--- src/hdl/display_timing_pkg.sv ---
// Constants, register map and types for the teletext display timing block
package display_timing_pkg;
  localparam int unsigned CLK_PERIOD_NS = 10;

  // Register port
  localparam int unsigned ADDR_W = 3;
  localparam int unsigned DATA_W = 8;
  localparam logic [2:0] ADDR_DISPLAY_CONTROL = 3'h0;
  localparam logic [2:0] ADDR_SYNC_CONFIG = 3'h1;
  localparam logic [2:0] ADDR_DISPLAY_OPTION = 3'h2;
  localparam logic [2:0] ADDR_ACTIVE_ROW = 3'h3;
  localparam logic [2:0] ADDR_ACTIVE_COLUMN = 3'h4;
  localparam logic [2:0] ADDR_DISPLAY_POSITION = 3'h5;
  localparam logic [2:0] ADDR_COLOUR_LOOKUP = 3'h6;
  localparam logic [2:0] ADDR_STATUS = 3'h7;

  // display_control_reg fields
  localparam int unsigned CTRL_STATUS_ROW_ONLY_BIT = 0;
  localparam int unsigned CTRL_EXT_PROMPT_BIT = 1;
  localparam int unsigned CTRL_DEINT_FORCE_LOW_BIT = 2;
  localparam int unsigned CTRL_DEINT_AUTO_BIT = 3;
  localparam int unsigned CTRL_VIDEO_SHOWN_BIT = 4;
  // sync_config_reg fields
  localparam int unsigned SYNC_H_POL_BIT = 0;
  localparam int unsigned SYNC_V_POL_BIT = 1;
  localparam int unsigned SYNC_FIELD_INV_BIT = 2;
  localparam int unsigned SYNC_LINES_525_BIT = 3;
  // display_option_reg fields
  localparam int unsigned OPT_CURSOR_ON_BIT = 0;
  localparam int unsigned OPT_ENLARGE_BIT = 1;
  localparam int unsigned OPT_HALF_SELECT_BIT = 2;
  // active_row_reg freeze bit; colour_lookup_table write fields
  localparam int unsigned ROW_FREEZE_BIT = 7;
  localparam int unsigned COLOUR_LOOKUP_TABLE_ADDR_SEL_BIT = 7;
  localparam int unsigned COLOUR_LOOKUP_TABLE_ENABLE_BIT = 6;
  // display_position_reg fields
  localparam int unsigned POS_HORIZ_LSB = 0;
  localparam int unsigned POS_VERT_LSB = 2;

  localparam logic [7:0] CTRL_RESET = 8'h00;
  localparam logic [7:0] SYNC_RESET = 8'h00;
  localparam logic [7:0] OPT_RESET = 8'h00;
  localparam logic [7:0] POS_RESET = 8'h00;
  localparam logic [7:0] READ_IDLE = 8'h00;

  // Horizontal timing
  localparam int unsigned HSTART_DEFAULT_NS = 17200;
  localparam int unsigned HSTART_STEP_NS = 1000;
  localparam int unsigned DISPLAY_WIDTH_NS = 40000;
  localparam int unsigned HSTART_DEFAULT_CYC = (HSTART_DEFAULT_NS + CLK_PERIOD_NS - 1) / CLK_PERIOD_NS;
  localparam int unsigned HSTART_STEP_CYC = HSTART_STEP_NS / CLK_PERIOD_NS;
  localparam int unsigned DISPLAY_WIDTH_CYC = DISPLAY_WIDTH_NS / CLK_PERIOD_NS;
  localparam int unsigned COLUMNS = 40;
  localparam int unsigned COLUMN_CYC = DISPLAY_WIDTH_CYC / COLUMNS;
  localparam int unsigned HCOUNT_W = 13;
  localparam logic [12:0] HCOUNT_MAX = 13'h1FFF;

  // Field decision windows, line sync to field sync
  localparam int unsigned HV_EVEN_END_NS = 16000;
  localparam int unsigned HV_HOLD_END_NS = 32000;
  localparam int unsigned HV_ODD_END_NS = 48000;

  // Vertical timing
  localparam int unsigned DISPLAY_LINES = 250;
  localparam int unsigned SCANS_PER_ROW = 10;
  localparam logic [4:0] STATUS_ROW = 5'h18;
  localparam logic [4:0] HALF_FIRST_ROW = 5'h0C;
  localparam logic [4:0] TOP_LAST_ROW = 5'h0B;
  localparam int unsigned V625_BASE_LO = 42;
  localparam int unsigned V625_BASE_HI = 34;
  localparam int unsigned V525_BASE_LO = 28;
  localparam int unsigned V525_BASE_HI = 20;
  localparam int unsigned VSTEP_LINES = 2;
  localparam logic [9:0] LINE_MAX = 10'h3FF;

  // Colour table
  localparam int unsigned COLOUR_LOOKUP_TABLE_ENTRIES = 16;
  localparam int unsigned COLOUR_LOOKUP_TABLE_W = 6;

  typedef enum logic [1:0] {V_WAIT, V_ACTIVE, V_DONE} v_state_t;
endpackage

--- src/hdl/teletext_display_timing.sv ---
// Teletext display timing, cursor, enlargement and colour table logic
// Behaviour
// - Sixteen colour entries: foregrounds 0-7, backgrounds 8-F.
// - Each entry six bits, two per component.
// - Cursor swaps foreground and background indices, before table lookup, at active row and column.
// - Freeze holds cursor position despite register changes.
// - Enlarge doubles character height over display.
// - Enlarge shows rows 0-11 or 12-24.
// - Status-row-only hides rows 0 to 23.
// - Option sources row 24 from extension memory.
// - Packet 27 link bit 3 reverts row 24.
// - Polarity bit picks rising or falling edge.
// - Horizontal timing restarts on every line sync.
// - Default display starts 17.2 us, lasts 40 us.
// - Vertical restarts per field; 250 lines maximum.
// - Line-to-field delay window picks de-interlace value.
// - Force-low bit holds de-interlace output low.
// - Auto mode forces low while video shown.
// - Field inversion shifts start, not de-interlace output.
// - Horizontal offset code selects 17.2 to 14.2 us.
// - Vertical offset code selects first display line.
// - Opposite field starts on equivalent line.
// - Active-high reset initialises all logic.
//
// The register offsets and the address-and-strobe port were decided locally.
`timescale 1ns/1ps
`default_nettype none
module teletext_display_timing
  import display_timing_pkg::*;
#(
  parameter int unsigned HV_EVEN_END_CYC = HV_EVEN_END_NS / CLK_PERIOD_NS,
  parameter int unsigned HV_HOLD_END_CYC = HV_HOLD_END_NS / CLK_PERIOD_NS,
  parameter int unsigned HV_ODD_END_CYC = HV_ODD_END_NS / CLK_PERIOD_NS
) (
  input wire logic core_clk,
  input wire logic rst,
  input wire logic [2:0] reg_addr,
  input wire logic [7:0] reg_wdata,
  input wire logic reg_wr,
  input wire logic reg_rd,
  output logic [7:0] reg_rdata,
  input wire logic hsync_in,
  input wire logic vsync_in,
  input wire logic link_prompt_revert,
  input wire logic [2:0] fg_index,
  input wire logic [2:0] bg_index,
  output logic disp_active,
  output logic [4:0] disp_row,
  output logic [5:0] disp_col,
  output logic [3:0] char_scan,
  output logic prompt_from_ext,
  output logic cell_highlight,
  output logic [5:0] fg_colour,
  output logic [5:0] bg_colour,
  output logic deinterlace_out
);

  typedef struct packed {
    logic hs_meta;
    logic hs_sync;
    logic hs_prev;
    logic vs_meta;
    logic vs_sync;
    logic vs_prev;
    logic [7:0] ctrl;
    logic [7:0] sync_cfg;
    logic [7:0] opt;
    logic [7:0] arow;
    logic [7:0] acol;
    logic [7:0] pos;
    logic [3:0] colour_lookup_table_addr;
    logic colour_lookup_table_en;
    logic [COLOUR_LOOKUP_TABLE_ENTRIES-1:0][COLOUR_LOOKUP_TABLE_W-1:0] colour_lookup_table;
    logic [7:0] rdata;
    logic [12:0] hcount;
    logic hrun;
    logic [5:0] col;
    logic [6:0] colsub;
    logic [9:0] line;
    v_state_t vstate;
    logic [4:0] row;
    logic [4:0] scan;
    logic [8:0] shown;
    logic field;
    logic [4:0] cur_row;
    logic [5:0] cur_col;
    logic pix;
    logic ext;
    logic hl;
    logic [5:0] fg;
    logic [5:0] bg;
    logic deint;
  } st_t;

  st_t s;
  st_t n;

  logic h_edge;
  logic v_edge;
  logic enlarge;
  logic [12:0] hstart_c;
  logic [9:0] vfirst_c;
  logic [9:0] vbase_c;
  logic [4:0] row_first_c;
  logic [4:0] row_last_c;
  logic [4:0] scan_last_c;
  logic hl_c;
  logic [2:0] fg_sel;
  logic [2:0] bg_sel;

  // Full-intensity colour or table entry; layout {blue, green, red}
  function automatic logic [5:0] colour_of(input logic [2:0] idx, input logic is_bg,
                                           input logic en,
                                           input logic [COLOUR_LOOKUP_TABLE_ENTRIES-1:0][COLOUR_LOOKUP_TABLE_W-1:0] tbl);
    logic [5:0] c;
    c = {idx[2], idx[2], idx[1], idx[1], idx[0], idx[0]};
    if (en) begin
      c = tbl[{is_bg, idx}];
    end
    return c;
  endfunction

  // Edge selection on synchronised levels
  assign h_edge = s.sync_cfg[SYNC_H_POL_BIT] ? (s.hs_prev & ~s.hs_sync)
                                             : (~s.hs_prev & s.hs_sync);
  assign v_edge = s.sync_cfg[SYNC_V_POL_BIT] ? (s.vs_prev & ~s.vs_sync)
                                             : (~s.vs_prev & s.vs_sync);
  assign enlarge = s.opt[OPT_ENLARGE_BIT];
  assign hstart_c = 13'(HSTART_DEFAULT_CYC
                        - HSTART_STEP_CYC * int'(s.pos[POS_HORIZ_LSB +: 2]));

  always_comb begin
    if (s.sync_cfg[SYNC_LINES_525_BIT]) begin
      vbase_c = s.pos[POS_VERT_LSB + 2] ? 10'(V525_BASE_HI) : 10'(V525_BASE_LO);
    end else begin
      vbase_c = s.pos[POS_VERT_LSB + 2] ? 10'(V625_BASE_HI) : 10'(V625_BASE_LO);
    end
  end

  // Same line number on both fields; inversion delays the assumed late field
  assign vfirst_c = 10'(int'(vbase_c) + VSTEP_LINES * int'(s.pos[POS_VERT_LSB +: 2])
                        + int'(s.sync_cfg[SYNC_FIELD_INV_BIT] & ~s.field));

  assign row_first_c = (enlarge && s.opt[OPT_HALF_SELECT_BIT]) ? HALF_FIRST_ROW : 5'h00;
  assign row_last_c = (enlarge && !s.opt[OPT_HALF_SELECT_BIT]) ? TOP_LAST_ROW : STATUS_ROW;
  assign scan_last_c = enlarge ? 5'(2 * SCANS_PER_ROW - 1) : 5'(SCANS_PER_ROW - 1);

  assign hl_c = s.opt[OPT_CURSOR_ON_BIT] && (s.row == s.cur_row) && (s.col == s.cur_col);
  assign fg_sel = hl_c ? bg_index : fg_index;
  assign bg_sel = hl_c ? fg_index : bg_index;

  always_comb begin
    n = s;
    n.hs_meta = hsync_in;
    n.hs_sync = s.hs_meta;
    n.hs_prev = s.hs_sync;
    n.vs_meta = vsync_in;
    n.vs_sync = s.vs_meta;
    n.vs_prev = s.vs_sync;

    // Register writes
    if (reg_wr) begin
      if (reg_addr == ADDR_DISPLAY_CONTROL) begin
        n.ctrl = reg_wdata;
      end else if (reg_addr == ADDR_SYNC_CONFIG) begin
        n.sync_cfg = reg_wdata;
      end else if (reg_addr == ADDR_DISPLAY_OPTION) begin
        n.opt = reg_wdata;
      end else if (reg_addr == ADDR_ACTIVE_ROW) begin
        n.arow = reg_wdata;
      end else if (reg_addr == ADDR_ACTIVE_COLUMN) begin
        n.acol = reg_wdata;
      end else if (reg_addr == ADDR_DISPLAY_POSITION) begin
        n.pos = reg_wdata;
      end else if (reg_addr == ADDR_COLOUR_LOOKUP) begin
        n.colour_lookup_table_en = reg_wdata[COLOUR_LOOKUP_TABLE_ENABLE_BIT];
        if (reg_wdata[COLOUR_LOOKUP_TABLE_ADDR_SEL_BIT]) begin
          n.colour_lookup_table_addr = reg_wdata[3:0];
        end else begin
          n.colour_lookup_table[s.colour_lookup_table_addr] = reg_wdata[COLOUR_LOOKUP_TABLE_W-1:0];
        end
      end
    end

    // Register reads, data one cycle later
    n.rdata = READ_IDLE;
    if (reg_rd) begin
      if (reg_addr == ADDR_DISPLAY_CONTROL) begin
        n.rdata = s.ctrl;
      end else if (reg_addr == ADDR_SYNC_CONFIG) begin
        n.rdata = s.sync_cfg;
      end else if (reg_addr == ADDR_DISPLAY_OPTION) begin
        n.rdata = s.opt;
      end else if (reg_addr == ADDR_ACTIVE_ROW) begin
        n.rdata = s.arow;
      end else if (reg_addr == ADDR_ACTIVE_COLUMN) begin
        n.rdata = s.acol;
      end else if (reg_addr == ADDR_DISPLAY_POSITION) begin
        n.rdata = s.pos;
      end else if (reg_addr == ADDR_COLOUR_LOOKUP) begin
        n.rdata = {1'b0, s.colour_lookup_table_en, 2'b00, s.colour_lookup_table_addr};
      end else if (reg_addr == ADDR_STATUS) begin
        n.rdata = {4'h0, s.hrun, s.vstate == V_ACTIVE, s.deint, s.field};
      end
    end

    // Horizontal counter and columns
    if (h_edge) begin
      n.hcount = '0;
      n.hrun = 1'b0;
    end else begin
      if (s.hcount != HCOUNT_MAX) begin
        n.hcount = s.hcount + 13'h0001;
      end
      if (s.hcount == hstart_c) begin
        n.hrun = 1'b1;
        n.col = '0;
        n.colsub = '0;
      end else if (s.hrun) begin
        if (s.colsub == 7'(COLUMN_CYC - 1)) begin
          n.colsub = '0;
          if (s.col == 6'(COLUMNS - 1)) begin
            n.hrun = 1'b0;
          end else begin
            n.col = s.col + 6'h01;
          end
        end else begin
          n.colsub = s.colsub + 7'h01;
        end
      end
    end

    // Vertical sequencing
    if (v_edge) begin
      n.line = '0;
      n.vstate = V_WAIT;
      if (s.hcount < HV_EVEN_END_CYC) begin
        n.field = 1'b0;
      end else if (s.hcount < HV_HOLD_END_CYC) begin
        n.field = s.field;
      end else if (s.hcount < HV_ODD_END_CYC) begin
        n.field = 1'b1;
      end
    end else if (h_edge) begin
      if (s.line != LINE_MAX) begin
        n.line = s.line + 10'h001;
      end
      case (s.vstate)
        V_WAIT: begin
          if (s.line + 10'h001 == vfirst_c) begin
            n.vstate = V_ACTIVE;
            n.row = row_first_c;
            n.scan = '0;
            n.shown = '0;
          end
        end
        V_ACTIVE: begin
          n.shown = s.shown + 9'h001;
          if (s.shown + 9'h001 == 9'(DISPLAY_LINES)) begin
            n.vstate = V_DONE;
          end else if (s.scan == scan_last_c) begin
            n.scan = '0;
            if (s.row == row_last_c) begin
              n.vstate = V_DONE;
            end else begin
              n.row = s.row + 5'h01;
            end
          end else begin
            n.scan = s.scan + 5'h01;
          end
        end
        default: begin
          n.vstate = V_DONE;
        end
      endcase
    end

    // Cursor position follows active row and column unless frozen
    if (!s.arow[ROW_FREEZE_BIT]) begin
      n.cur_row = s.arow[4:0];
      n.cur_col = s.acol[5:0];
    end

    // Registered display outputs
    n.pix = s.hrun && (s.vstate == V_ACTIVE)
            && !(s.ctrl[CTRL_STATUS_ROW_ONLY_BIT] && (s.row != STATUS_ROW));
    n.ext = s.ctrl[CTRL_EXT_PROMPT_BIT] && (s.row == STATUS_ROW)
            && !link_prompt_revert;
    n.hl = hl_c;
    n.fg = colour_of(fg_sel, 1'b0, s.colour_lookup_table_en, s.colour_lookup_table);
    n.bg = colour_of(bg_sel, 1'b1, s.colour_lookup_table_en, s.colour_lookup_table);
    if (s.ctrl[CTRL_DEINT_FORCE_LOW_BIT]) begin
      n.deint = 1'b0;
    end else if (s.ctrl[CTRL_DEINT_AUTO_BIT] && s.ctrl[CTRL_VIDEO_SHOWN_BIT]) begin
      n.deint = 1'b0;
    end else begin
      n.deint = s.field;
    end
  end

  always_ff @(posedge core_clk) begin
    if (rst) begin
      s <= '0;
      s.ctrl <= CTRL_RESET;
      s.sync_cfg <= SYNC_RESET;
      s.opt <= OPT_RESET;
      s.pos <= POS_RESET;
      s.vstate <= V_WAIT;
    end else begin
      s <= n;
    end
  end

  assign reg_rdata = s.rdata;
  assign disp_active = s.pix;
  assign disp_row = s.row;
  assign disp_col = s.col;
  assign char_scan = enlarge ? s.scan[4:1] : s.scan[3:0];
  assign prompt_from_ext = s.ext;
  assign cell_highlight = s.hl;
  assign fg_colour = s.fg;
  assign bg_colour = s.bg;
  assign deinterlace_out = s.deint;
endmodule
`default_nettype wire

--- config.mk ---
export PLATFORM = sky130hd
export DESIGN_NAME = teletext_display_timing
export DESIGN_NICKNAME = d
export VERILOG_FILES = /design/src/hdl/display_timing_pkg.sv /design/src/hdl/teletext_display_timing.sv
export SDC_FILE = /design/constraint.sdc
export NUM_CORES = 1
export LEC_CHECK = 0
export BUFFER_PORTS_ARGS = -buffer_cell sky130_fd_sc_hd__buf_2
export CAP_MARGIN = 20
export CORE_MARGIN = 1
export CORE_UTILIZATION = 55
export CTS_CLUSTER_DIAMETER = 50
export DETAILED_ROUTE_END_ITERATION = 12
export PLACE_DENSITY = 0.73
export SLEW_MARGIN = 10
export SYNTH_ARGS = -nofsm -noshare
export SYNTH_HDL_FRONTEND = slang
export SYNTH_SLANG_ARGS = --single-unit
--- constraint.sdc ---
create_clock -name core_clk -period 5.5 [get_ports core_clk]
set_input_delay 0.55 -clock core_clk [delete_from_list [all_inputs] [get_ports core_clk]]
set_output_delay 0.55 -clock core_clk [all_outputs]
set_load 0.02 [all_outputs]
==> impl_metrics.csv, run 1 <==
group,metric,value,unit
outcome,status,"finished, final reports clean",
setup_path,crit_path_start_kind,"flip-flop",
final_layout,fill_cells,1889,
floorplan,num_rows,54,
logic_synthesis,syn_area_per_cell,8.504,um2
logic_synthesis,synth-seq-cells,249,
floorplan,io_pins,63,
grt,grt_usage,26.36,%
placement,port_buffers,62,
drt,ant_nets,0,
logic_synthesis,synth_top_cell_area_share,40.82,%
logic_synthesis,yosysMostFrequentCell,"dfxtp_1",
floorplan,core_area,21820,um2
floorplan,die_w,151.0,um
logic_synthesis,synth_area,12210,um2
power,peakVddDrop,0.2196,mV
timing,finalSetupTns,0,ps
drt,viasPerCell,5.900,
setup_path,crit_fanout,7,
setup_path,critPathKind,"reg -> reg",
placement,gp_congestion,0.8563,
grt,grt_pass1_wl,48130,um
drt,vias,10180,
logic_synthesis,ys_async_sr_fraction,0,%
drt,routed_wl,30320,um
setup_path,rr_worst_depth,11,
grt,grt_max_degree,83,
grt,grt_remaining_overflow,0,
timing,period_share,56.87,%
setup_path,cp.arrival,3510,ps
setup_path,crit_path_end_kind,"flip-flop",
placement,hpwlAfterDp,20210,um
timing,skew,13.91,ps
power,leakagePower,0.005068,uW
cts,post_cts_buffers,0,
job,cap_violations,0,
floorplan,die_h,151.0,um
cts,cts_hold_buf,0,
timing,worst_slew_pin_slew,1106,ps
setup_path,cp.required,5890,ps
cts,clockBufferDepth,3,
final_layout,syn_to_final_growth,9.519,%
timing,slew_viol_final,0,
drt,drt_pass1_iterations,5,
timing,rsz0062_at_grt,"no",
cts,numCtsBuffers,30,
final_layout,layout.nets,1463,
grt,antenna_found_initial,1,
logic_synthesis,syn-num-nets,1475,
logic_synthesis,synth_edf_count,0,
timing,period_needed,3128,ps
logic_synthesis,ys_types,69,
final_layout,drive_gt1_share,12.60,%
cts,clk_pin_slew_worst_paths,60,ps
min_path,min_delay_path_depth,2,
logic_synthesis,syn_inst,1436,
timing,finalHoldViolCount,0,
cts,clock-root-buffer,"clkbuf_16",
cts,clock_latency,550,ps
logic_synthesis,synth_ff_type,"dfxtp_1",
logic_synthesis,ys_seq_area_share,40.82,%
cts,cts_tree,"yes",
min_path,min_path_type,"in -> reg",
grt,grt_pass1_vias,9226,
floorplan,dieArea,22800,um2
drt,avgRoutedWirePerCell,17.57,um
cts,cts_resized,0,
power,p_per_area,304.0,nW/um2
floorplan,start_util,55.96,%
drt,drcViolationCount,0,
timing,max_clock_freq,0.3197,GHz
drt,drtIter0Drc,821,
timing,setup_viol,0,
cts,cts_num_sinks,249,
logic_synthesis,ys.warnings.count,0,
cts,htreeDepth,1,
logic_synthesis,yosysTopAreaCell,"dfxtp_1",
logic_synthesis,ys_top_cells_by_area,"dfxtp_1, mux2i_1, nand2_1, nor2_1, a21oi_1",
timing,relSlewSlack,25.20,%
logic_synthesis,synth_common_cells,"dfxtp_1, nand2_1, nor2_1",
final_layout,final_util,61.28,%
[per-stage QoR]
| step | cells | hold slack, ps | setup WS [ps] | area (um2) | total power (uW) |
|---|---|---|---|---|---|
| after floorplan | 1436 | 413.8 | 2881 | 12210 | 2034 |
| after global routing | 1726 | 206.5 | 2191 | 13370 | 4189 |
| after CTS | 1723 | 198.2 | 2417 | 13360 | 4088 |
| after detailed placement | 1670 | 431.3 | 2286 | 12350 | 2090 |
| final | 1726 | 207.5 | 2372 | 13370 | 4066 |
| after global placement | 1670 | 416.5 | 2354 | 12350 | 2087 |
[final timing paths]
path	start	end	slack, ps
setup / recovery	s[230]	s[31]	2370
hold / removal	hsync_in	n[247]	210
setup reg to reg	s[230]	s[31]	2370
hold reg to reg	n[244]	n[243]	430
[registers in the layout, indices dropped and copies added, names as in the netlist]
| signal | count |
|---|---|
| s | 209 |
| prompt_from_ext | 1 |
| bg_colour | 6 |
| reg_rdata | 8 |
| fg_colour | 6 |
| disp_row | 5 |
| enlarge | 1 |
| disp_active | 1 |
| cell_highlight | 1 |
| deinterlace_out | 1 |
| disp_col | 6 |
| n | 4 |
[power by group]
group	leakage [uW]	switching (uW)	internal, uW
Combinational	0.00256	149	63.2
Sequential	0.00201	16.9	1820
Clock	0.000494	773	1240
[kinds of logic after synthesis]
kind of cell,count (synthesis),share of synthesized area (%)
buf+inv,143,5.676
fa+ha+maj,15,1.598
compound gates,239,12.55
flops,249,40.82
xor+xnor,52,3.729
simple gates,576,21.72
mux,162,13.90
[layout by cell type, fill, tap and decap left out, types with 7 or more instances in the layout]
cell type	count
buf_4	10
a311oi_1	8
nor4_1	10
nand2_1	214
clkbuf_16	31
o22ai_1	8
a21oi_1	114
nor3_1	21
o32ai_1	7
buf_2	62
a22oi_1	7
nor2_1	158
mux2i_1	122
o21ai_0	34
a211oi_1	8
xnor2_1	30
and3_1	10
dfxtp_1	249
ha_1	14
clkbuf_1	9
nand2b_1	7
nor2b_1	17
mux2_2	37
inv_1	25
nand4_1	20
xor2_1	22
and2_1	7
nand3_1	73
[per-layer routing]
layer	vias up	part of all wire (%)	track usage, %
li1	4963	-	-
met1	4878	47	37.34
met2	300	46	41.93
met3	43	5.8	3.464
met4	0	1.8	7.150
met5	-	0	0
[final cells by class]
cell class	instances	area, um2	area share, %
Clock inverter	8	128.9	0.9636
Antenna cell	1	2.502	0.01871
Sequential cell	249	4985	37.27
Multi-Input combinational cell	1044	6534	48.85
Timing Repair Buffer	74	401.6	3.003
Clock buffer	45	878.3	6.567
Inverter	25	93.84	0.7017
Tap cell	280	350.3	2.620
[worst max-delay path, cell delays in order (launching register included)]
cell       delay, ps
dfxtp_1          460
inv_1            120
ha_1             210
inv_1             70
fa_1             420
xor2_1           160
xnor2_1          170
a2111oi_4        270
nor4b_4          280
a31oi_1          170
nor2_1           450
a311oi_1         180
No activity file was read; power rests on OpenSTA's default activity.
==> run 2, diff against run 1 <==
Settings changed: ABC_AREA set to 1, PLACE_DENSITY 0.73 to 0.76.
Clock period 5.5 ns to 2.8 ns, I/O delays scaled along.
==> impl_metrics.csv, run 2 <==
group,metric,value,unit
outcome,status,"finished, final reports clean",
logic_synthesis,ys_async_sr_fraction,0,%
floorplan,num_rows,55,
logic_synthesis,synth.area.mux_share,0,%
logic_synthesis,ys_top_cells_by_area,"dfxtp_1, nand2_1, inv_1, o21ai_0, nand3_1",
grt,grt_pass1_wl,54250,um
setup_path,timing.rr.start,"s[230]",
drt,drt_pass1_iterations,5,
drt,avgRoutedWirePerCell,15.33,um
final_layout,stdcell_area,13950,um2
final_layout,layout.nets,1922,
logic_synthesis,synth-seq-cells,249,
cts,clock-root-buffer,"clkbuf_16",
timing,slew_viol_final,0,
placement,hpwlAfterDp,23120,um
logic_synthesis,synth_top_family_by_area,"simple AND/OR/NAND/NOR gates",
grt,grt_remaining_overflow,0,
drt,drtIter0Drc,947,
logic_synthesis,synth_edf_count,0,
timing,period_share,91.69,%
cts,clk_pin_slew_worst_paths,60,ps
drt,drcViolationCount,0,
final_layout,final_common_cell,"nand2_1",
drt,vias,12210,
logic_synthesis,synth_top_cell_area_share,39.31,%
min_path,whs_endpoint,"reg_rdata[3]",
setup_path,crit_fanout,7,
logic_synthesis,yosysTopAreaCell,"dfxtp_1",
power,leakagePower,0.005888,uW
logic_synthesis,yosys.area_share.simple,28.69,%
final_layout,drive_gt1_share,9.769,%
logic_synthesis,ys.warnings.count,0,
logic_synthesis,synth-compound-area-share,16.65,%
cts,clock_latency,560,ps
min_path,min_from,"reg_rd",
timing,finalHoldViolCount,0,
setup_path,rrSetupSlack,230,ps
final_layout,largest_register_ffs,209,
timing,rsz0062_at_grt,"yes",
grt,grt_max_degree,103,
logic_synthesis,syn_area_per_cell,6.778,um2
placement,gp_congestion,0.9060,
cts,clockBufferDepth,3,
min_path,min_path_type,"in -> reg",
timing,period_needed,2567,ps
cts,cts_tree,"yes",
grt,grt_pass1_vias,10880,
logic_synthesis,syn_inst,1871,
final_layout,fill_cells,2098,
floorplan,dieArea,23670,um2
setup_path,cp.required,3220,ps
logic_synthesis,syn-num-nets,1910,
setup_path,crit_path_end_kind,"flip-flop",
drt,routed_wl,33560,um
placement,post-place-ws,257.8,ps
drt,viasPerCell,5.576,
cts,htreeDepth,1,
logic_synthesis,ys_seq_area_share,39.31,%
final_layout,n_antenna_cell,0,
floorplan,die_h,153.8,um
setup_path,rr_worst_depth,13,
floorplan,start_util,56.01,%
logic_synthesis,synth_ff_type,"dfxtp_1",
timing,hold_slack,9.573,ps
final_layout,regMostFlops,"s",
power,p_per_area,588.5,nW/um2
setup_path,critPathKind,"reg -> reg",
setup_path,cp.arrival,2990,ps
floorplan,core_area,22640,um2
timing,skew,18.18,ps
floorplan,die_w,153.8,um
timing,worst_slew_pin_slew,865.6,ps
final_layout,final_cell_mix,"nand2_1, dfxtp_1, inv_1",
logic_synthesis,yosysMostFrequentCell,"nand2_1",
timing,relSlewSlack,42.29,%
floorplan,io_pins,63,
placement,placed_area,12910,um2
timing,setup_viol,0,
power,peakVddDrop,0.4293,mV
logic_synthesis,yosys.area_share.adder,1.539,%
grt,antenna_found_initial,0,
logic_synthesis,ys_types,48,
job,cap_violations,0,
logic_synthesis,synth-xor-area-share,1.658,%
logic_synthesis,synth_area,12680,um2
drt,ant_nets,0,
timing,max_clock_freq,0.3895,GHz
cts,cts_num_sinks,249,
cts,numCtsBuffers,30,
setup_path,worstReg2RegEnd,"s[29]",
power,total_power,8210,uW
grt,grt_usage,27.95,%
setup_path,crit_path_start_kind,"flip-flop",
final_layout,syn_to_final_growth,10.02,%
min_path,min_delay_path_depth,3,
placement,port_buffers,62,
timing,layout_setup_ws,232.7,ps
logic_synthesis,synth_common_cells,"nand2_1, dfxtp_1, inv_1",
[run 2: cell families after synthesis]
group / Yosys count
AND/OR/NAND/NOR: 827
AO/OA/AOI/OAI: 394
adder cells (fa/ha/maj): 15
flip-flops: 249
XOR/XNOR: 24
buffers and inverters: 362
[run 2: stage by stage]
stage | TNS [ps] | util [%] | std cells
final | 0 | 61.62 | 2189
after floorplan | 0 | - | 1871
after CTS | 0 | 61.61 | 2189
after detailed placement | 0 | 57.04 | 2133
after global routing | -1.416 | 61.62 | 2189
after global placement | 0 | 57.04 | 2133
[run 2: layout make-up]
| type | count | area, um2 | area share (%) |
|---|---|---|---|
| clock inverter | 10 | 163.9 | 1.175 |
| clock buffer | 43 | 840.8 | 6.026 |
| inverter | 263 | 989.7 | 7.094 |
| sequential | 249 | 4986 | 35.74 |
| multi-input combinational | 1260 | 6157 | 44.13 |
| timing repair buffer | 79 | 457.9 | 3.282 |
| tap | 285 | 356.6 | 2.556 |
[run 2: timing repair]
item                                    4_1_cts  5_1_grt
endpoints found under the hold margin         3        0
endpoints found under the setup margin        0       12
gates resized for setup                       0        2
hold buffers                                  3        0
setup buffers                                 0        0
[run 2: worst max-delay path, cell delays in order (launching register included)]
cell and delay [ps]:
dfxtp_1 350, inv_1 150, ha_1 190, inv_1 60
fa_1 390, o21ai_0 220, nand3b_1 140, nand2_1 70
nor2_1 110, nand3_1 130, nand2_2 140, nand3_2 130
nand2_1 230, a22oi_1 110
[run 2: layer usage]
metal / global-route usage, % / vias to the layer above / part of all wire [%]
met3: 4.876 / 78 / 8.9
met5: 0 / - / 0
met4: 8.190 / 0 / 2.2
met1: 38.96 / 5538 / 45
li1: - / 6068 / -
met2: 44.18 / 521 / 44
[run 2: where the power goes]
group / leakage [uW] / switching (uW) / total, uW / internal, uW
Sequential: 0.00202 / 37.9 / 3640 / 3600
Combinational: 0.00339 / 427 / 598 / 171
Clock: 0.000486 / 1520 / 3970 / 2450
[run 2: worst max path at each step]
stage / start / endpoint / slack (ps)
finish: s[230] / s[29] / 230
global route: s[230] / disp_row[2] / -1
CTS: s[230] / s[38] / 220
detailed placement: s[230] / s[38] / 260
global placement: s[196] / s[63] / 310
floorplan: s[230] / s[38] / 620
==> run 3, diff against run 2 <==
Settings changed: REMOVE_ABC_BUFFERS set to 1.
==> impl_metrics.csv, run 3 (same netlist as run 2, synthesis figures left out) <==
group,metric,value,unit
outcome,status,"finished, final reports clean",
job,cap_violations,0,
power,leakagePower,0.005859,uW
floorplan,num_rows,55,
cts,clock_latency,560,ps
grt,grt_pass1_wl,54480,um
drt,avgRoutedWirePerCell,15.26,um
placement,placed_area,12900,um2
placement,post-place-ws,142.0,ps
timing,setup_viol,0,
timing,skew,16.70,ps
cts,htreeDepth,1,
setup_path,cp.required,3220,ps
final_layout,final_util,61.45,%
timing,period_needed,2557,ps
drt,drcViolationCount,0,
floorplan,core_area,22640,um2
timing,worst_slew_pin_slew,862.8,ps
drt,drtIter0Drc,989,
timing,finalSetupTns,0,ps
timing,hold_slack,67.71,ps
final_layout,fill_cells,2103,
floorplan,start_util,56.01,%
grt,grt_remaining_overflow,0,
setup_path,crit_fanout,12,
cts,clockBufferDepth,3,
power,peakVddDrop,0.5225,mV
placement,gp_congestion,0.9148,
timing,layout_setup_ws,243.4,ps
floorplan,io_pins,63,
cts,clock-root-buffer,"clkbuf_16",
final_layout,regMostFlops,"s",
timing,max_clock_freq,0.3911,GHz
placement,hpwlAfterDp,22420,um
drt,vias,12090,
drt,drt_pass1_iterations,7,
setup_path,crit_path_end_kind,"flip-flop",
final_layout,final_cell_mix,"nand2_1, dfxtp_1, inv_1",
drt,ant_nets,0,
setup_path,crit_path_start_kind,"flip-flop",
floorplan,dieArea,23670,um2
final_layout,stdcell_area,13910,um2
grt,grt_pass1_vias,11030,
min_path,min_path_type,"in -> reg",
grt,antenna_found_initial,1,
power,p_per_area,573.5,nW/um2
final_layout,final_common_cell,"nand2_1",
cts,cts_tree,"yes",
grt,grt_max_degree,88,
cts,cts_num_sinks,249,
drt,routed_wl,33380,um
timing,slew_viol_final,0,
cts,numCtsBuffers,30,
setup_path,critPathKind,"reg -> reg",
placement,port_buffers,62,
final_layout,drive_gt1_share,9.984,%
grt,grt_usage,28.05,%
setup_path,cp.arrival,2970,ps
cts,post_cts_buffers,0,
final_layout,syn_to_final_growth,9.709,%
drt,viasPerCell,5.526,
timing,rsz0062_at_grt,"no",
timing,period_share,91.31,%
floorplan,die_h,153.8,um
cts,clk_pin_slew_worst_paths,60,ps
timing,finalHoldViolCount,0,
final_layout,layout.nets,1920,
final_layout,largest_register_ffs,209,
timing,relSlewSlack,42.48,%
final_layout,n_antenna_cell,0,
floorplan,die_w,153.8,um
## run 3: what timing repair did
action	CTS	global route
hold endpoints to repair	4	0
gates resized for setup	0	4
hold buffers	4	0
setup endpoints to repair	0	19
## run 3: final timing paths
| path | startpoint | depth (start not counted) | endpoint | slack (ps) |
|---|---|---|---|---|
| max | s[230] | 15 | s[33] | 240 |
| min reg2reg | n[244] | 2 | n[243] | 410 |
| max reg2reg | s[230] | 15 | s[33] | 240 |
| min | reg_wdata[6] | 3 | s[201] | 70 |
## run 3: per-stage QoR
step / std cells / power, uW
finish: 2188 / 7978
global placement: 2130 / 4281
CTS: 2188 / 7994
detailed placement: 2130 / 4291
floorplan: 1772 / 4075
global route: 2188 / 8233
## run 3: report_power, final
part / internal, uW / leakage [uW] / switching [uW]
Sequential: 3600 / 0.00202 / 39.9
Combinational: 171 / 0.00338 / 422
Clock: 2160 / 0.000462 / 1580
## run 3: cell type report
| class | instances | area (um2) | share of cell area, % |
|---|---|---|---|
| Clock buffer | 42 | 865.8 | 6.224 |
| Clock inverter | 12 | 96.34 | 0.6925 |
| Inverter | 263 | 989.7 | 7.114 |
| Multi-Input combinational cell | 1260 | 6160 | 44.28 |
| Sequential cell | 249 | 4986 | 35.84 |
| Tap cell | 285 | 356.6 | 2.563 |
| Timing Repair Buffer | 77 | 457.9 | 3.292 |
## run 3: worst max-delay path, cell delays in order, from the launching register on
cell and delay, ps:
dfxtp_1 360, inv_1 150, ha_1 180, inv_1 50, fa_1 500, inv_1 40
nand2_1 60, nand2_1 40, nor2_1 90, nand2_1 70, nor2_1 80, nand3_1 110
nand2_2 130, nand3_2 230, nand2_2 230, a22oi_1 90
## run 3: layer usage
layer  vias up  global-route usage [%]  wire length (um)
met5         -                       0                 0
met4         0                   8.000               734
met3        77                   3.467              2707
met2       487                   45.41             14940
met1      5473                   39.21             14990
li1       6054                       -                 -
